--- src/common/pmv_map.vh ---
`ifndef PMV_MAP_VH
`define PMV_MAP_VH
// register indices; the byte address is four times the index
`define PMV_IDX_P1_MIRROR 8'h11
`define PMV_IDX_P1_POLICY 8'h12
`define PMV_IDX_P2_MIRROR 8'h21
`define PMV_IDX_P2_POLICY 8'h22
`define PMV_IDX_P3_MIRROR 8'h31
`define PMV_IDX_P3_POLICY 8'h32
`define PMV_IDX_P4_MIRROR 8'h41
`define PMV_IDX_P4_POLICY 8'h42
`define PMV_IDX_P5_MIRROR 8'h51
`define PMV_IDX_P5_POLICY 8'h52
// index layout: port number in the high nibble, register in the low
`define PMV_IDX_PORT_HI 7
`define PMV_IDX_PORT_LO 4
`define PMV_IDX_REG_HI 3
`define PMV_IDX_REG_LO 0
`define PMV_REG_MIRROR 4'h1
`define PMV_REG_POLICY 4'h2
`define PMV_PORT_FIRST 4'h1
`define PMV_PORT_SEL_HI 2
`define PMV_PORT_SEL_LO 0
`define PMV_SRC_FALLBACK 3'h0
// bus field positions and fill values
`define PMV_ADR_IDX_HI 9
`define PMV_ADR_IDX_LO 2
`define PMV_SEL_LANE0 0
`define PMV_DATA_HI 7
`define PMV_DATA_LO 0
`define PMV_BYTE_ZERO 8'h00
`define PMV_DAT_PAD 24'h00_0000
`define PMV_DAT_ZERO 32'h0000_0000
// mirror/membership register fields
`define PMV_BIT_MONITOR 7
`define PMV_BIT_RX_MIRROR 6
`define PMV_BIT_TX_MIRROR 5
`define PMV_MEMB_HI 4
`define PMV_MEMB_LO 0
// policy register fields
`define PMV_BIT_PRIO_CEIL 7
`define PMV_BIT_IN_FILTER 6
`define PMV_BIT_NONPVID_DROP 5
`define PMV_BIT_FORCE_FC 4
`define PMV_POLICY_MASK 8'hf0
// reset values
`define PMV_MIRROR_RST 8'h1f
`define PMV_POLICY_RST 8'h00
`endif

--- src/design/pmv_port_ctrl.v ---
// Summary of operation
// [RULE1] monitor-port bit makes a port send monitored frame copies; resets clear
// [RULE2] receive-mirror bit copies every frame received on port to monitor port; here a dropped frame gets no copy
// [RULE3] transmit-mirror bit copies every frame sent from port to monitor port
// [RULE4] five-bit membership mask, bit4 port5 to bit0 port1, resets all ones
// [RULE5] forward only to destinations included in ingress port membership mask
// [RULE6] ceiling bit replaces frame priority above default-tag priority with it
// [RULE7] ingress filtering drops frames whose vlan table members exclude ingress port
// [RULE8] discard bit drops frames whose vlan id differs from port default id
// [RULE9] forced flow control enables rx and tx pause regardless of negotiation
// [RULE10] monitoring, ceiling, filtering, discard bits all reset to zero
// [RULE11] default vlan id is the ingress port configured identifier
// [RULE12] mirror copy is in addition to normal forwarding, never a replacement
//
// The implementer's own choice: the Wishbone register port.
`timescale 1ns/100ps
`include "pmv_map.vh"
module pmv_port_ctrl #(
  parameter NPORT = 5,
  parameter VIDW = 12,
  parameter PRIW = 3
) (
  // clock and reset
  input wire clk_i,
  input wire rst_i,
  // wishbone slave
  input wire cyc_i,
  input wire stb_i,
  input wire we_i,
  input wire [9:0] adr_i,
  input wire [3:0] sel_i,
  input wire [31:0] dat_i,
  output reg [31:0] dat_o,
  output reg ack_o,
  output reg err_o,
  // frame decision request, from forwarding logic on this clock
  input wire dec_valid_i,
  input wire [2:0] dec_src_i,
  input wire [NPORT-1:0] dec_dst_i,
  input wire [NPORT-1:0] dec_tx_i,
  input wire [VIDW-1:0] dec_vid_i,
  input wire [PRIW-1:0] dec_pri_i,
  input wire [NPORT-1:0] dec_vlan_memb_i,
  // per-port default tag, owned by neighbouring registers
  input wire [NPORT*VIDW-1:0] port_default_vlan_id_i,
  input wire [NPORT*PRIW-1:0] port_default_pri_i,
  // auto-negotiated pause result per port
  input wire [NPORT-1:0] an_rx_fc_i,
  input wire [NPORT-1:0] an_tx_fc_i,
  // frame decision result
  output reg dec_valid_o,
  output reg dec_drop_o,
  output reg [NPORT-1:0] dec_fwd_o,
  output reg dec_monitored_o,
  output reg [PRIW-1:0] dec_pri_o,
  // per-port configuration levels
  output reg [NPORT-1:0] monitor_port_o,
  output reg [NPORT-1:0] rx_fc_en_o,
  output reg [NPORT-1:0] tx_fc_en_o
);
  localparam ST_IDLE = 2'b01;
  localparam ST_ANSWER = 2'b10;

  // configuration storage, one mirror and one policy byte per port
  reg [7:0] mirror_r [0:NPORT-1];
  reg [7:0] policy_r [0:NPORT-1];

  // bus answer state
  reg [1:0] bus_state_r;
  reg [1:0] bus_state_nxt;
  reg ack_nxt;
  reg err_nxt;
  reg [31:0] dat_nxt;
  reg [7:0] rd_byte;

  // negotiated pause comes from the line side: two flops before any use
  reg [NPORT-1:0] an_rx_meta_r;
  reg [NPORT-1:0] an_rx_sync_r;
  reg [NPORT-1:0] an_tx_meta_r;
  reg [NPORT-1:0] an_tx_sync_r;

  // per-port control bits gathered into vectors
  wire [NPORT-1:0] monitor_bits;
  wire [NPORT-1:0] rx_mirror_bits;
  wire [NPORT-1:0] tx_mirror_bits;
  wire [NPORT-1:0] prio_ceil_bits;
  wire [NPORT-1:0] in_filter_bits;
  wire [NPORT-1:0] nonpvid_drop_bits;
  wire [NPORT-1:0] force_fc_bits;
  wire [NPORT-1:0] monitor_nxt;
  wire [NPORT-1:0] rx_fc_nxt;
  wire [NPORT-1:0] tx_fc_nxt;

  // per-port default tag fields
  wire [VIDW-1:0] port_default_vlan_id_arr [0:NPORT-1];
  wire [PRIW-1:0] ppri_arr [0:NPORT-1];

  // address decode
  wire [7:0] idx = adr_i[`PMV_ADR_IDX_HI:`PMV_ADR_IDX_LO];
  wire [3:0] port_nib = idx[`PMV_IDX_PORT_HI:`PMV_IDX_PORT_LO];
  wire [3:0] reg_nib = idx[`PMV_IDX_REG_HI:`PMV_IDX_REG_LO];
  wire [3:0] port_off = port_nib - `PMV_PORT_FIRST;
  wire [2:0] port_sel = port_off[`PMV_PORT_SEL_HI:`PMV_PORT_SEL_LO];
  wire port_ok = (port_nib >= `PMV_PORT_FIRST) && (port_off < NPORT);
  wire hit_mir = port_ok && (reg_nib == `PMV_REG_MIRROR);
  wire hit_pol = port_ok && (reg_nib == `PMV_REG_POLICY);
  wire hit = hit_mir || hit_pol;
  wire bus_req = cyc_i && stb_i;
  wire take = bus_req && (bus_state_r == ST_IDLE);
  wire lane0 = sel_i[`PMV_SEL_LANE0];
  // a write lands only at the edge where the master sees ack high
  wire wr = bus_req && we_i && ack_o && lane0 && hit;
  wire wr_mir = wr && hit_mir;
  wire wr_pol = wr && hit_pol;

  // read byte of the addressed register; zero when nothing is hit
  always @* begin
    rd_byte = `PMV_BYTE_ZERO;
    if (hit_mir)
      rd_byte = mirror_r[port_sel];
    else if (hit_pol)
      rd_byte = policy_r[port_sel];
  end

  // answer one cycle after the request is taken
  always @* begin
    bus_state_nxt = bus_state_r;
    ack_nxt = 1'b0;
    err_nxt = 1'b0;
    dat_nxt = `PMV_DAT_ZERO;
    case (bus_state_r)
      ST_IDLE: begin
        if (take) begin
          bus_state_nxt = ST_ANSWER;
          ack_nxt = hit;
          err_nxt = !hit;
          if (!we_i)
            dat_nxt = {`PMV_DAT_PAD, rd_byte};
        end
      end
      // the master releases after the answer, so nothing is taken here
      ST_ANSWER: begin
        bus_state_nxt = ST_IDLE;
      end
      default: begin
        bus_state_nxt = ST_IDLE;
      end
    endcase
  end

  always @(posedge clk_i) begin
    if (rst_i) begin
      bus_state_r <= ST_IDLE;
      ack_o <= 1'b0;
      err_o <= 1'b0;
      dat_o <= `PMV_DAT_ZERO;
    end else begin
      bus_state_r <= bus_state_nxt;
      ack_o <= ack_nxt;
      err_o <= err_nxt;
      dat_o <= dat_nxt;
    end
  end

  genvar g;
  generate
    for (g = 0; g < NPORT; g = g + 1) begin : g_port
      wire sel_this = (port_sel == g);
      // [RULE4] [RULE10] mirror reset value
      always @(posedge clk_i) begin
        if (rst_i) begin
          mirror_r[g] <= `PMV_MIRROR_RST;
        end else if (wr_mir && sel_this) begin
          mirror_r[g] <= dat_i[`PMV_DATA_HI:`PMV_DATA_LO];
        end
      end
      // [RULE10] policy reset; reserved low bits always read zero
      always @(posedge clk_i) begin
        if (rst_i) begin
          policy_r[g] <= `PMV_POLICY_RST;
        end else if (wr_pol && sel_this) begin
          policy_r[g] <= dat_i[`PMV_DATA_HI:`PMV_DATA_LO] & `PMV_POLICY_MASK;
        end
      end
      // [RULE1] monitor port bit
      assign monitor_bits[g] = mirror_r[g][`PMV_BIT_MONITOR];
      // [RULE2] receive mirror bit
      assign rx_mirror_bits[g] = mirror_r[g][`PMV_BIT_RX_MIRROR];
      // [RULE3] transmit mirror bit
      assign tx_mirror_bits[g] = mirror_r[g][`PMV_BIT_TX_MIRROR];
      // [RULE6] priority ceiling bit
      assign prio_ceil_bits[g] = policy_r[g][`PMV_BIT_PRIO_CEIL];
      // [RULE7] ingress filter bit
      assign in_filter_bits[g] = policy_r[g][`PMV_BIT_IN_FILTER];
      // [RULE8] non-default id discard bit
      assign nonpvid_drop_bits[g] = policy_r[g][`PMV_BIT_NONPVID_DROP];
      // [RULE9] forced flow control bit
      assign force_fc_bits[g] = policy_r[g][`PMV_BIT_FORCE_FC];
      // [RULE11] default tag slice of this port
      assign port_default_vlan_id_arr[g] = port_default_vlan_id_i[g*VIDW +: VIDW];
      assign ppri_arr[g] = port_default_pri_i[g*PRIW +: PRIW];
    end
  endgenerate

  // [RULE9] negotiated pause, synchronised
  always @(posedge clk_i) begin
    if (rst_i) begin
      an_rx_meta_r <= {NPORT{1'b0}};
      an_rx_sync_r <= {NPORT{1'b0}};
      an_tx_meta_r <= {NPORT{1'b0}};
      an_tx_sync_r <= {NPORT{1'b0}};
    end else begin
      an_rx_meta_r <= an_rx_fc_i;
      an_rx_sync_r <= an_rx_meta_r;
      an_tx_meta_r <= an_tx_fc_i;
      an_tx_sync_r <= an_tx_meta_r;
    end
  end

  // [RULE9] forced bit overrides the negotiated result
  assign rx_fc_nxt = force_fc_bits | an_rx_sync_r;
  assign tx_fc_nxt = force_fc_bits | an_tx_sync_r;
  // [RULE1] monitor level follows its register bit
  assign monitor_nxt = monitor_bits;

  // levels registered so they move in step with the decision outputs
  always @(posedge clk_i) begin
    if (rst_i) begin
      monitor_port_o <= {NPORT{1'b0}};
      rx_fc_en_o <= {NPORT{1'b0}};
      tx_fc_en_o <= {NPORT{1'b0}};
    end else begin
      monitor_port_o <= monitor_nxt;
      rx_fc_en_o <= rx_fc_nxt;
      tx_fc_en_o <= tx_fc_nxt;
    end
  end

  // frame decision: one cycle from dec_valid_i to dec_valid_o
  reg [2:0] src;
  reg [7:0] src_mirror;
  reg [VIDW-1:0] port_default_vlan_id;
  reg [PRIW-1:0] ppri;
  reg src_rx_mirror;
  reg src_filter;
  reg src_nonpvid;
  reg src_ceil;
  reg [NPORT-1:0] src_memb;
  reg member_ok;
  reg vid_ok;
  reg drop_nxt;
  reg mon_nxt;
  reg [NPORT-1:0] fwd_nxt;
  reg [PRIW-1:0] pri_nxt;

  // out-of-range ingress numbers fall back to the first port
  always @* begin
    src = (dec_src_i < NPORT) ? dec_src_i : `PMV_SRC_FALLBACK;
  end

  // settings of the ingress port
  always @* begin
    src_mirror = mirror_r[src];
    // [RULE11] default id of the ingress port
    port_default_vlan_id = port_default_vlan_id_arr[src];
    ppri = ppri_arr[src];
    src_rx_mirror = rx_mirror_bits[src];
    src_filter = in_filter_bits[src];
    src_nonpvid = nonpvid_drop_bits[src];
    src_ceil = prio_ceil_bits[src];
    src_memb = src_mirror[`PMV_MEMB_HI:`PMV_MEMB_LO];
    member_ok = dec_vlan_memb_i[src];
    vid_ok = (dec_vid_i == port_default_vlan_id);
  end

  always @* begin
    drop_nxt = 1'b0;
    // [RULE7] ingress filter
    if (src_filter && !member_ok)
      drop_nxt = 1'b1;
    // [RULE8] non-default id discard
    if (src_nonpvid && !vid_ok)
      drop_nxt = 1'b1;
    // [RULE5] membership gate
    fwd_nxt = dec_dst_i & src_memb;
    // [RULE2] [RULE3] monitored when received on, or sent from, a mirrored port
    mon_nxt = src_rx_mirror || (|(tx_mirror_bits & fwd_nxt));
    // [RULE12] copy added to the normal path
    if (mon_nxt)
      fwd_nxt = fwd_nxt | monitor_bits;
    // a dropped frame gets no copy either
    if (drop_nxt) begin
      fwd_nxt = {NPORT{1'b0}};
      mon_nxt = 1'b0;
    end
    // [RULE6] priority ceiling
    pri_nxt = dec_pri_i;
    if (src_ceil && (dec_pri_i > ppri))
      pri_nxt = ppri;
  end

  // results are held between decisions for the forwarding logic
  always @(posedge clk_i) begin
    if (rst_i) begin
      dec_valid_o <= 1'b0;
      dec_drop_o <= 1'b0;
      dec_fwd_o <= {NPORT{1'b0}};
      dec_monitored_o <= 1'b0;
      dec_pri_o <= {PRIW{1'b0}};
    end else begin
      dec_valid_o <= dec_valid_i;
      if (dec_valid_i) begin
        dec_drop_o <= drop_nxt;
        dec_fwd_o <= fwd_nxt;
        dec_monitored_o <= mon_nxt;
        dec_pri_o <= pri_nxt;
      end
    end
  end
endmodule

--- config.mk ---
export PLATFORM = sky130hd
export DESIGN_NAME = pmv_port_ctrl
export DESIGN_NICKNAME = d
export VERILOG_FILES = /design/src/design/pmv_port_ctrl.v
export VERILOG_INCLUDE_DIRS = /design/src /design/src/common
export SDC_FILE = /design/constraint.sdc
export NUM_CORES = 1
export LEC_CHECK = 0
export BUFFER_PORTS_ARGS = -buffer_cell sky130_fd_sc_hd__buf_2
export CAP_MARGIN = 0
export CORE_ASPECT_RATIO = 0.7
export CORE_UTILIZATION = 54
export DETAILED_ROUTE_END_ITERATION = 7
export PLACE_DENSITY = 0.86
export SLEW_MARGIN = 20
export SYNTH_ARGS = -nofsm -noshare
export SYNTH_HDL_FRONTEND = slang
export SYNTH_SLANG_ARGS = --single-unit
--- constraint.sdc ---
create_clock -name clk_i -period 4.4 [get_ports clk_i]
set_input_delay 0.44 -clock clk_i [delete_from_list [all_inputs] [get_ports clk_i]]
set_output_delay 0.44 -clock clk_i [all_outputs]
set_load 0.005 [all_outputs]
==> key figures <==
Critical path
  – Worst EP required: 4.57 ns
  – Worst-path maximum fanout: 18
  – CP Class: in2reg
  – Crit path from: adr_i[6]
  – R2r endpoint: mirror_r[3][0]$_SDFFCE_PN1P_
  – Worst R2R Path Depth: 7
  – WP data arrival: 3.49 ns
  – R2R Path Start: ack_o$_SDFF_PP0_
  – R2R setup slack: roughly 2.2 ns
  – CP Launch Type: input pin
  – CP Capture Type: flop
  – CP endpoint: mirror_r[3][0]$_SDFFCE_PN1P_

Clock tree
  – Clock transition at path regs: 0.05 ns
  – CTS tree: done
  – CTS Sinks: 118
  – Skew-Pair Late Insertion Delay: 0.42 ns
  – Number of buffers created by CTS: 17
  – Post-CTS Setup Inserts: 0
  – H-tree depth: 4
  – Post-CTS Resized: 0
  – CTS root buf: clkbuf_16
  – CTS max path bufs: 2
  – Hold-fix buffers, CTS: 0

Drt
  – Post-Route WL: 18.6 mm
  – Antenna viol nets, final: 0
  – Starting DRT DRC Count: 587
  – DRC errors left: 0
  – Post-DR wirelength/cell: 19.4 um
  – Vias per inst: just under 6
  – DR pass1 iterations: 5
  – Vias: 5726

Floorplan
  – I/O Pins: 230
  – Die H: 93.2 um
  – Die area: 12300 um^2
  – Initial core utilization: 56.8%
  – Core Area: 11300 um^2
  – Row cnt: 32
  – Die width: between 100 and 150 um

Yosys
  – Flops & latches, synth: 118
  – Syn avg cell area: 10.1 um^2
  – Ys flop type: edfxtp_1
  – Synth Warn #: 0
  – Async S/R FF share, synth: 0%
  – Distinct cells, synth: 66
  – Netlist Area Pre-Place: around 6400 um^2
  – Post-Syn Instances: 633
  – Post-synth EDFFs: 60
  – Sequential fraction of the synthesis area: between 40% and 50%

Layout
  – Number of inserted diodes: 0
  – Share of cells above drive strength 1: between 30% and 40%
  – Syn-to-layout area delta: 23.3%
  – Final #Nets: a little under 1000
  – Non-Filler Instances: 960
  – Layout fillers: 808
  – Commonest non-fill, non-tap cell in the layout: buf_2
  – Final instance area: roughly 7900 um^2
  – Most frequent cells in the layout: buf_2 (171), edfxtp_1 (60), dfxtp_1 (58), nor2_1 (48), nand2_1 (41)

Timing
  – Final setup TNS: 0 ns
  – Final setup fails: 0
  – F_max: 300 MHz
  – Setup ws final: 1.07 ns
  – RSZ-0062 raised after global routing: false
  – Crit path time final: about 3.3 ns
  – Max-slew headroom: 38.2%
  – Worst Skew: 0.00824 ns
  – Fin crit share: 75.7%
  – Worst-Margin Slew: 0.925 ns
  – Final max-slew violation count: 0
  – Hold Fails Final Rpt: 0

Power and ir drop
  – PwrDens: 391 nW/um^2
  – Tot Pwr: 3.10 mW
  – Leakage Power: approximately 3.4 nW
  – VDD IR max: 285 uV

Flow run
  – Max cap viols: 0

Outcome
  – Status: completed

Min path
  – HP Class: in2reg

Global routing
  – First-pass GRT wire length: 28.8 mm
  – Initial antenna violation count: 0
  – Met1 Usage GRT: ~40%
  – GRT busiest layer: met2
  – Total GRT Usage: between 30% and 40%
  – Gr ovfl total: 0
  – Vias in the first global route: 5427
  – Largest net degree at the start of global routing: 54
  – Met3 Use GR: under 10%
  – M2 GR Usage: slightly above 50%

Placed design
  – # port buffers: 171
  – Placed Area: 7240 um^2
  – Dpl hpwl: 13.8 mm
  – GPL Wtd Cong: between 0.9 and 1
  – Placed Cells: 928
  – Pre-CTS setup slack: ~0.7 ns
==> synth_stat cells, types with 3 or more instances <==
cell type	n	area, um^2
a31o_2	6	52.6
edfxtp_1	60	1800
nor2b_1	40	250
nor3_1	3	15.0
a221oi_1	4	35.0
or3_1	9	56.3
o32ai_1	3	26.3
dfxtp_1	58	1160
mux4_2	12	270
nand3_1	8	40.0
o21ai_0	20	100
o221ai_1	4	35.0
o22ai_1	14	87.6
or2_2	23	144
buf_2	9	45.0
mux2_2	4	45.0
nor2_1	48	180
buf_4	25	188
o211ai_1	5	37.5
a211oi_1	9	67.6
clkbuf_1	19	71.3
mux2i_1	28	280
inv_1	18	67.6
and2_1	30	188
nand4_1	3	18.8
ha_1	9	113
nand2_1	41	154
a22oi_1	3	22.5
and3_1	14	87.6
o21bai_1	6	45.0
a21oi_1	31	155
o32a_1	3	30.0
a31oi_1	7	43.8
nand2b_1	5	31.3
o21ai_1	6	30.0
xnor2_1	4	35.0
a221o_1	4	40.0
==> cell families (layout without fill, tap and decap cells) <==
kind of cell,count (synthesis),count (layout),share of synthesized area (%)
flip-flops,118,118,46.2
multiplexers,46,46,9.69
other,1,24,0.0585
buffers and inverters,77,228,6.61
AND/OR/NAND/NOR,235,235,20.0
XOR/XNOR,5,5,0.683
adder cells (fa/ha/maj),9,9,1.76
AO/OA/AOI/OAI,142,142,15.0
==> power by group <==
group	switching, mW	internal, mW
Sequential	0.0176	1.19
Clock	0.479	1.03
Combinational	0.221	0.163
==> state kept, by name (all words and copies together) (netlist names), 2 cells and up <==
name            cells
an_tx_meta_r        5
an_rx_sync_r        5
an_rx_meta_r        5
bus_state_r         2
policy_r           20
an_tx_sync_r        5
dec_fwd_o           5
dec_pri_o           3
dat_o               8
tx_fc_en_o          5
mirror_r           40
monitor_port_o      5
rx_fc_en_o          5
==> area by class of cell <==
class | instances | area, um^2 | area share (%)
Timing Repair Buffer | 177 | 901 | 11.4
Multi-Input combinational cell | 461 | 3110 | 39.4
Sequential cell | 118 | 2960 | 37.5
Clock buffer | 30 | 632 | 7.99
Inverter | 19 | 71.3 | 0.902
Clock inverter | 2 | 36.3 | 0.459
Tap cell | 153 | 191 | 2.42
==> how the worst min path moves through the flow <==
stage                                          start                         end  slack [ns]  cells after the start
after floorplan           an_rx_sync_r[2]$_SDFF_PP0_    rx_fc_en_o[2]$_SDFF_PP0_        0.41                      2
after global placement    an_rx_sync_r[2]$_SDFF_PP0_    rx_fc_en_o[2]$_SDFF_PP0_        0.42                      2
after detailed placement  an_rx_sync_r[2]$_SDFF_PP0_    rx_fc_en_o[2]$_SDFF_PP0_        0.43                      2
after CTS                              an_tx_fc_i[3]  an_tx_meta_r[3]$_SDFF_PP0_        0.23                      2
after global routing                   an_rx_fc_i[2]  an_rx_meta_r[2]$_SDFF_PP0_        0.23                      2
final                                  an_tx_fc_i[3]  an_tx_meta_r[3]$_SDFF_PP0_        0.24                      2
==> worst max-delay path, stage by stage <==
cell and delay (ns):
buf_2 0.45, inv_1 0.20, ha_1 0.32, a21oi_1 0.15, o211ai_1 0.13, nand2b_1 0.34
or3_1 0.53, nor2_1 0.26, buf_4 0.22, nand2_1 0.14, or2_2 0.31
==> through the flow <==
stage / utilization (%) / hold slack, ns
after global placement: 64.1 / 0.418
after CTS: 70.0 / 0.225
after global routing: 70.0 / 0.232
after detailed placement: 64.1 / 0.426
after floorplan: - / 0.411
final: 70.0 / 0.236
==> per-layer routing <==
layer | wire length (um) | vias up
met1 | 7490 | 2752
li1 | - | 2578
met2 | 8790 | 350
met3 | 1910 | 46
met5 | 0 | -
met4 | 408 | 0
(Power assumes the default switching activity.)
